`src/logic/prog_port_pkg.sv`:
```
// Shared constants for the programmer parallel port, both ends.
// Assumes one 10 MHz clock per end; link pins are asynchronous.
package prog_port_pkg;
  // Clock and timing
  localparam int CLK_MHZ       = 10;
  localparam int INIT_HOLD_US  = 500;
  localparam int INIT_HOLD_CYC = INIT_HOLD_US * CLK_MHZ;
  localparam int STROBE_CYC    = 3;
  localparam logic [12:0] CNT_ONE = 13'h0001;
  // Synchronised command vector positions (device side)
  localparam int CMD_WD   = 0;
  localparam int CMD_CH   = 1;
  localparam int CMD_LO   = 2;
  localparam int CMD_RD   = 3;
  localparam int CMD_RS   = 4;
  localparam int CMD_INIT = 5;
  // Control/high-address byte layout
  localparam int HI_MSB   = 3;
  localparam int MODE_LSB = 4;
  localparam int MODE_NIB = 0;
  localparam int MODE_SOC = 1;
  localparam int MODE_STR = 2;
  localparam int CTL1_BIT = 7;
  // Status word bit positions
  localparam int ST_BUSY  = 0;
  localparam int ST_FLAG0 = 1;
  localparam logic [7:0] ST_RESET = 8'h00;
  // Host register map (APB byte offsets)
  localparam logic [7:0] REG_CMD    = 8'h00;
  localparam logic [7:0] REG_RESULT = 8'h04;
  localparam int CMD_OP_LSB  = 8;
  localparam int RES_BUSY    = 8;
  localparam int RES_VALID   = 9;
  // Host operation codes
  localparam logic [2:0] OP_WD   = 3'h1;
  localparam logic [2:0] OP_CH   = 3'h2;
  localparam logic [2:0] OP_LO   = 3'h3;
  localparam logic [2:0] OP_RD   = 3'h4;
  localparam logic [2:0] OP_RS   = 3'h5;
  localparam logic [2:0] OP_INIT = 3'h6;
endpackage

```
`src/logic/prog_link_if.sv`:
```
// Link between control computer end and programmer end.
// All lines are active low and each runs in one direction only.
`timescale 1ns/100ps
`default_nettype none
interface prog_link_if;
  logic [7:0] write_bus_n;
  logic       write_data_strobe_n;
  logic       control_high_strobe_n;
  logic       low_address_strobe_n;
  logic       read_data_cmd_n;
  logic       read_status_cmd_n;
  logic       init_n;
  logic [7:0] read_bus_n;
  logic       read_ack_n;
  modport dev (
    input  write_bus_n, write_data_strobe_n, control_high_strobe_n,
    input  low_address_strobe_n, read_data_cmd_n, read_status_cmd_n,
    input  init_n,
    output read_bus_n, read_ack_n
  );
  modport host (
    output write_bus_n, write_data_strobe_n, control_high_strobe_n,
    output low_address_strobe_n, read_data_cmd_n, read_status_cmd_n,
    output init_n,
    input  read_bus_n, read_ack_n
  );
endinterface
`default_nettype wire

```
`src/logic/prog_port_host.sv`:
```
// Control computer end: APB slave registers drive the link sequences.
// Assumes the programmer end samples pins through two flops.
//
// Our own choices: the register offsets and the APB interface to the registers.
`timescale 1ns/100ps
`default_nettype none
module prog_port_host
  import prog_port_pkg::*;
#(
  parameter int INIT_HOLD = INIT_HOLD_CYC
)
(
  // Clock and reset
  input  wire logic        I_CLK,
  input  wire logic        I_ARST_N,
  // APB slave
  input  wire logic        I_PSEL,
  input  wire logic        I_PENABLE,
  input  wire logic        I_PWRITE,
  input  wire logic [7:0]  I_PADDR,
  input  wire logic [31:0] I_PWDATA,
  output logic [31:0]      O_PRDATA,
  output logic             O_PREADY,
  output logic             O_PSLVERR,
  // Link to programmer
  prog_link_if.host        link
);

  typedef enum logic [2:0] {
    H_IDLE  = 3'b000,
    H_SETUP = 3'b001,
    H_PULSE = 3'b010,
    H_HOLD  = 3'b011,
    H_RWAIT = 3'b100,
    H_RREL  = 3'b101,
    H_INIT  = 3'b110
  } host_state_e;

  typedef struct packed {
    host_state_e st;
    logic [12:0] cnt;
    logic [2:0]  op;
    logic [7:0]  wb_n;
    logic [2:0]  stb_n;
    logic [1:0]  rcmd_n;
    logic        init_n;
    logic        ack_m;
    logic        ack;
    logic [7:0]  bus_m;
    logic [7:0]  bus;
    logic [7:0]  result;
    logic        res_valid;
    logic [31:0] rdata;
  } host_s;

  localparam host_s HOST_RESET = '{
    st: H_IDLE, cnt: 13'h0000, op: 3'h0, wb_n: 8'hFF, stb_n: 3'h7,
    rcmd_n: 2'h3, init_n: 1'b1, ack_m: 1'b0, ack: 1'b0,
    bus_m: 8'h00, bus: 8'h00, result: 8'h00, res_valid: 1'b0,
    rdata: 32'h0000_0000
  };
  localparam logic [12:0] STB_CNT  = 13'(STROBE_CYC);
  // One extra count: the pin only falls at the load edge itself
  localparam logic [12:0] INIT_CNT = 13'(INIT_HOLD) + CNT_ONE;

  host_s s;
  host_s next_s;

  logic       busy;
  logic       acc;
  logic       hit_cmd;
  logic       hit_res;
  logic [2:0] wop;
  logic [31:0] rd_word;

  // APB decode; zero wait states, writes act in the access cycle
  assign busy     = (s.st != H_IDLE);
  assign acc      = I_PSEL && I_PENABLE;
  assign hit_cmd  = (I_PADDR == REG_CMD);
  assign hit_res  = (I_PADDR == REG_RESULT);
  assign wop      = I_PWDATA[CMD_OP_LSB +: 3];
  assign O_PREADY = 1'b1;
  assign O_PSLVERR = acc && ((!hit_cmd && !hit_res) ||
                             (hit_cmd && I_PWRITE && busy) ||
                             (hit_res && I_PWRITE));

  // Read word over registered state, registered again below
  always_comb
  begin
    rd_word = 32'h0000_0000;
    if (hit_cmd)
      rd_word[CMD_OP_LSB +: 3] = s.op;
    else if (hit_res)
    begin
      rd_word[7:0]       = s.result;
      rd_word[RES_BUSY]  = busy;
      rd_word[RES_VALID] = s.res_valid;
    end
  end

  // Sequencer next state
  always_comb
  begin
    next_s       = s;
    // Answer pins from the far end pass two flops
    next_s.ack_m = ~link.read_ack_n;
    next_s.ack   = s.ack_m;
    next_s.bus_m = ~link.read_bus_n;
    next_s.bus   = s.bus_m;
    // Word taken in the setup cycle, so prdata stands from a flop
    if (I_PSEL && !I_PENABLE)
      next_s.rdata = rd_word;
    if (s.cnt != 13'h0000)
      next_s.cnt = s.cnt - CNT_ONE;

    case (s.st)
      H_IDLE:
      begin
        if (acc && I_PWRITE && hit_cmd)
        begin
          next_s.op = wop;
          case (wop)
            OP_WD, OP_LO:
            begin
              next_s.wb_n = ~I_PWDATA[7:0];
              next_s.st   = H_SETUP;
              next_s.cnt  = STB_CNT;
            end
            OP_CH:
            begin
              next_s.wb_n = ~{1'b0, I_PWDATA[6:0]};
              next_s.st   = H_SETUP;
              next_s.cnt  = STB_CNT;
            end
            OP_RD:
            begin
              next_s.rcmd_n[0] = 1'b0;
              next_s.res_valid = 1'b0;
              next_s.st        = H_RWAIT;
            end
            OP_RS:
            begin
              next_s.rcmd_n[1] = 1'b0;
              next_s.res_valid = 1'b0;
              next_s.st        = H_RWAIT;
            end
            OP_INIT:
            begin
              next_s.init_n = 1'b0;
              next_s.cnt    = INIT_CNT;
              next_s.st     = H_INIT;
            end
            default:
              next_s.st = H_IDLE;
          endcase
        end
      end
      // Data settles before the strobe and stays after it
      H_SETUP:
        if (s.cnt == CNT_ONE)
        begin
          next_s.st  = H_PULSE;
          next_s.cnt = STB_CNT;
          if (s.op == OP_WD)
            next_s.stb_n[0] = 1'b0;
          else if (s.op == OP_CH)
            next_s.stb_n[1] = 1'b0;
          else
            next_s.stb_n[2] = 1'b0;
        end
      H_PULSE:
        if (s.cnt == CNT_ONE)
        begin
          next_s.stb_n = 3'h7;
          next_s.st    = H_HOLD;
          next_s.cnt   = STB_CNT;
        end
      H_HOLD:
        if (s.cnt == CNT_ONE)
        begin
          next_s.wb_n = 8'hFF;
          next_s.st   = H_IDLE;
        end
      // Command held until acknowledge, bus sampled then
      H_RWAIT:
        if (s.ack)
        begin
          next_s.result    = s.bus;
          next_s.res_valid = 1'b1;
          next_s.rcmd_n    = 2'h3;
          next_s.st        = H_RREL;
        end
      // Next command waits for acknowledge to drop
      H_RREL:
        if (!s.ack)
          next_s.st = H_IDLE;
      H_INIT:
        if (s.cnt == CNT_ONE)
        begin
          next_s.init_n = 1'b1;
          next_s.st     = H_IDLE;
        end
      default:
        next_s.st = H_IDLE;
    endcase
  end

  // State register
  always_ff @(posedge I_CLK or negedge I_ARST_N)
  begin
    if (!I_ARST_N)
      s <= HOST_RESET;
    else
      s <= next_s;
  end

  // Link pins from flops
  assign link.write_bus_n           = s.wb_n;
  assign link.write_data_strobe_n   = s.stb_n[0];
  assign link.control_high_strobe_n = s.stb_n[1];
  assign link.low_address_strobe_n  = s.stb_n[2];
  assign link.read_data_cmd_n       = s.rcmd_n[0];
  assign link.read_status_cmd_n     = s.rcmd_n[1];
  assign link.init_n                = s.init_n;
  assign O_PRDATA                   = s.rdata;

endmodule
`default_nettype wire

```
`src/flat_wrapper.sv`:
```
// flat-port wrapper written by rule: the top's interface ports become plain ports
module prog_port_host_flat import prog_port_pkg::*;
#(
  parameter int INIT_HOLD = INIT_HOLD_CYC
)
  (I_CLK, I_ARST_N, I_PSEL, I_PENABLE, I_PWRITE, I_PADDR, I_PWDATA, O_PRDATA, O_PREADY, O_PSLVERR, link_write_bus_n, link_write_data_strobe_n, link_control_high_strobe_n, link_low_address_strobe_n, link_read_data_cmd_n, link_read_status_cmd_n, link_init_n, link_read_bus_n, link_read_ack_n);
  prog_link_if link_i ();
  input  wire logic I_CLK;
  input  wire logic I_ARST_N;
  input  wire logic I_PSEL;
  input  wire logic I_PENABLE;
  input  wire logic I_PWRITE;
  input  wire logic [7:0] I_PADDR;
  input  wire logic [31:0] I_PWDATA;
  output logic [31:0] O_PRDATA;
  output logic O_PREADY;
  output logic O_PSLVERR;
  output wire logic [$bits(link_i.write_bus_n)-1:0] link_write_bus_n;
  output wire logic [$bits(link_i.write_data_strobe_n)-1:0] link_write_data_strobe_n;
  output wire logic [$bits(link_i.control_high_strobe_n)-1:0] link_control_high_strobe_n;
  output wire logic [$bits(link_i.low_address_strobe_n)-1:0] link_low_address_strobe_n;
  output wire logic [$bits(link_i.read_data_cmd_n)-1:0] link_read_data_cmd_n;
  output wire logic [$bits(link_i.read_status_cmd_n)-1:0] link_read_status_cmd_n;
  output wire logic [$bits(link_i.init_n)-1:0] link_init_n;
  input wire logic [$bits(link_i.read_bus_n)-1:0] link_read_bus_n;
  input wire logic [$bits(link_i.read_ack_n)-1:0] link_read_ack_n;
  assign link_write_bus_n = link_i.write_bus_n;
  assign link_write_data_strobe_n = link_i.write_data_strobe_n;
  assign link_control_high_strobe_n = link_i.control_high_strobe_n;
  assign link_low_address_strobe_n = link_i.low_address_strobe_n;
  assign link_read_data_cmd_n = link_i.read_data_cmd_n;
  assign link_read_status_cmd_n = link_i.read_status_cmd_n;
  assign link_init_n = link_i.init_n;
  assign link_i.read_bus_n = link_read_bus_n;
  assign link_i.read_ack_n = link_read_ack_n;
  prog_port_host #(.INIT_HOLD(INIT_HOLD)) u_core (.I_CLK(I_CLK), .I_ARST_N(I_ARST_N), .I_PSEL(I_PSEL), .I_PENABLE(I_PENABLE), .I_PWRITE(I_PWRITE), .I_PADDR(I_PADDR), .I_PWDATA(I_PWDATA), .O_PRDATA(O_PRDATA), .O_PREADY(O_PREADY), .O_PSLVERR(O_PSLVERR), .link(link_i));
endmodule
```
`config.mk`:
```
export PLATFORM = sky130hd
export DESIGN_NAME = prog_port_host_flat
export DESIGN_NICKNAME = d
export VERILOG_FILES = /design/src/logic/prog_port_pkg.sv /design/src/logic/prog_link_if.sv /design/src/logic/prog_port_host.sv /design/src/flat_wrapper.sv
export SDC_FILE = /design/constraint.sdc
export NUM_CORES = 1
export LEC_CHECK = 0
export ABC_CLOCK_PERIOD_IN_PS = 3500
export BUFFER_PORTS_ARGS = -buffer_cell sky130_fd_sc_hd__buf_4
export CELL_PAD_IN_SITES_DETAIL_PLACEMENT = 1
export CELL_PAD_IN_SITES_GLOBAL_PLACEMENT = 1
export CORE_MARGIN = 2
export CORE_UTILIZATION = 40
export CTS_CLUSTER_DIAMETER = 30
export CTS_CLUSTER_SIZE = 25
export DETAILED_ROUTE_END_ITERATION = 16
export PLACE_DENSITY = 0.8
export SYNTH_ARGS = -nofsm -noshare
export SYNTH_HDL_FRONTEND = slang
export SYNTH_SLANG_ARGS = --single-unit
```
`constraint.sdc`:
```
create_clock -name I_CLK -period 3.5 [get_ports I_CLK]
set_input_delay 0.7 -clock I_CLK [delete_from_list [all_inputs] [get_ports I_CLK]]
set_output_delay 0.7 -clock I_CLK [all_outputs]
set_load 0.1 [all_outputs]
```
==> impl_metrics.tcl <==
set metrics [dict create \
    placed_cell_area_mm2 0.00373 \
    status "complete, no violations" \
    grt_pass1_wl_um 12500 \
    cts.clk_slew.worst_paths_ns 0.09 \
    seq_area_frac_synth_pct 52.4 \
    synthMuxAreaShare_pct 3.87 \
    tightest_slew_ns 0.885 \
    period_needed_ns 2.82 \
    critPathMostFrequentCell "buf_4" \
    hold_viol_final 0 \
    register_area_mm2 0.00179 \
    drtIter0Drc 78 \
    yosys_warnings 0 \
    cap_violations 0 \
    maxSlewHeadroom_pct 41.0 \
    setup_viol_count_final 0 \
    synth_fa_ha_area_share_pct 1.39 \
    synth_compound_area_share_pct 12.4 \
    cts_buffers 9 \
    fin_nets 421 \
    cp_num_buf_inv 2 \
    fill_cells 934 \
    synth_cells 325 \
    die-area_mm2 0.00932 \
    port-buffer-count 58 \
    drive_above_1_share_pct 29.8 \
    cts_hold_buf 0 \
    finalCoreUtilization_pct 47.5 \
    gr-total-overflow 0 \
    crit_arrival_ns 2.12 \
    path_cells "buf_4 -> or4_1 -> nor2_1 -> a21oi_1 -> buf_4" \
    yosys-top-cells-area "dfrtp_1 42%, dfstp_2 11%, buf_4 9.2%, mux2_2 3.3%, o21ai_0 2.8%" \
    clockBufferDepth 2 \
    worstSetupPathType "primary input to output port" \
    tns_ns 0 \
    via_per_inst 5.06 \
    synth_top_family_by_area "simple AND/OR/NAND/NOR gates" \
    drv_slew 0 \
    grtUsageTotal_pct 17.8 \
    peakVddDrop_mv 0.330 \
    multi_input_area_mm2 0.00129 \
    pre_cts_ws_ns 0.693 \
    ys_top_cells_by_count "57 x dfrtp_1, 42 x buf_4, 19 x o21ai_0" \
    synth_area_mm2 0.00343 \
    die_y_um 96.6 \
    start_kind "primary input" \
    grt_pass1_vias 2516 \
    p_leak_nw 1.79 \
    post_cts_resized 0 \
    firstDrtPassIters 4 \
    drt-total-wl_um 7430 \
    gp_congestion 0.760 \
    period_share_pct 80.7 \
    synth_edf_count 0 \
    row_count 33 \
    clock-sinks 71 \
    drc 0 \
    wire_per_inst_um 15.7 \
    synthSimpleGateAreaFrac_pct 15.6 \
    grt_max_degree 72 \
    vias 2399 \
    powerDensity_mw_per_mm2 490 \
    cp_slowest_cell "or4_1" \
    start_util_pct 41.5 \
    synth_xor_area_share_pct 2.04 \
    antenna_found_initial 0 \
    critPathTopFamily "simple AND/OR/NAND/NOR gates" \
    fp.dieW_um 96.6 \
    clock_latency_ns 0.35 \
    synth_top_cell_by_area "dfrtp_1" \
    critPathCaptureType "output port" \
    ys.flop_type "dfrtp_1" \
    hp-class "flip-flop to flip-flop" \
    drt.antenna.violating_nets 0 \
    clock_tree.root_cell "clkbuf_8" \
    ios 102 \
    htreeDepth 3 \
    synth_cell_type_count 46 \
    whs_ns 0.356 \
    cpPeakStageDelay_ns 0.59 \
    post_cts_buffers 0 \
    grt_setup_unrepaired "false" \
    instances_no_fill 474 \
    synth-seq-cells 71 \
    async_flop_share_pct 100 \
    cts_tree "done" \
    finalClockSkew_ns 0.00985 \
    yosysTopAreaCellShare_pct 41.6 \
    antennaDiodeCount 0 \
    syn_avg_cell_area_um2 10.5 \
    fmax_ghz 0.354 \
    worst-endpoint-required_ns 2.80 \
    area_delta_synth_final_pct 14.4 \
    setup_slack_ns 0.677 \
    hpwl_um 5430 \
    numPlacedInstances 458 \
    coreArea_mm2 0.00826 \
    power_mw 1.92 \
    finalInstanceArea_mm2 0.00392 \
    synth.most_common_cell "dfrtp_1" \
    crit_fanout 5 \
]
state kept, by name, indices dropped and copies added (netlist names):
register and flops:
u_core.link.read_data_cmd_n 1, u_core.link.write_bus_n 8, u_core.link.read_status_cmd_n 1, u_core.s 37, u_core.link.control_high_strobe_n 1, u_core.link.write_data_strobe_n 1
u_core.O_PRDATA 11, u_core.next_s 9, u_core.link.init_n 1, u_core.link.low_address_strobe_n 1
per-layer routing:
layer | wire (um) | global-route usage [%] | up-vias
li1 | - | - | 1152
met1 | 3290 | 23.4 | 1200
met2 | 3780 | 29.5 | 41
met3 | 260 | 2.87 | 6
met4 | 88 | 7.39 | 0
met5 | 0 | 0 | -
path summary, 6_finish.rpt:
path	startpoint	endpoint	slack (ns)	depth (start not counted)
max in group asynchronous	I_ARST_N	u_core.s[89]$_DFFE_PN0P_	2.45	1
worst min register to register	u_core.next_s[42]$_DFF_PN0_	u_core.s[42]$_DFF_PN0_	0.36	0
min in group asynchronous	I_ARST_N	u_core.s[48]$_DFF_PN0_	0.47	1
worst max-delay path	I_PADDR[5]	O_PSLVERR	0.68	5
worst max register to register	u_core.s[91]$_DFFE_PN0P_	u_core.link.read_data_cmd_n$_DFFE_PN1P_	1.01	5
worst min-delay path	u_core.next_s[42]$_DFF_PN0_	u_core.s[42]$_DFF_PN0_	0.36	0
report_power, final:
| part | total [mW] | leakage, nW | internal (mW) | switching [mW] |
|---|---|---|---|---|
| sequential | 0.935 | 0.854 | 0.883 | 0.0513 |
| clock | 0.623 | 0.0931 | 0.273 | 0.350 |
| combinational | 0.364 | 0.840 | 0.105 | 0.259 |
cell type report:
cell class	count	area share, %
flip-flops and latches	71	45.8
multi-input cells	205	32.9
repair buffers	61	11.7
well taps	105	3.35
clock buffers	9	3.16
clock inverters	7	1.60
inverters	16	1.53
worst register-to-register path, delay by kind of cell, from the launching register on:
family | cells | cell delay [ns]
compound gates | 1 | 0.23
flops | 1 | 0.56
simple gates | 4 | 1.64
cell usage in the layout (no fill, tap or decap), types with 5 or more instances in the layout:
| master | count |
|---|---|
| a21oi_1 | 16 |
| a22o_1 | 9 |
| buf_4 | 61 |
| clkbuf_8 | 9 |
| conb_1 | 22 |
| dfrtp_1 | 57 |
| dfstp_2 | 14 |
| inv_1 | 16 |
| mux2_2 | 10 |
| nand2_1 | 16 |
| nand2b_1 | 11 |
| nand3_1 | 8 |
| nor2_1 | 14 |
| nor3_1 | 12 |
| nor4_1 | 5 |
| o21ai_0 | 19 |
| o21ai_1 | 5 |
| o31a_1 | 7 |
| or3_1 | 5 |
| xnor2_1 | 6 |
kinds of logic after synthesis:
logic type	count (synthesis)
adder cells (fa/ha/maj)	4
buffers and inverters	69
other	2
AND/OR/NAND/NOR	92
XOR/XNOR	8
multiplexers	12
AO/OA/AOI/OAI	67
flip-flops	71
No activity file was read; power rests on OpenSTA's default activity.
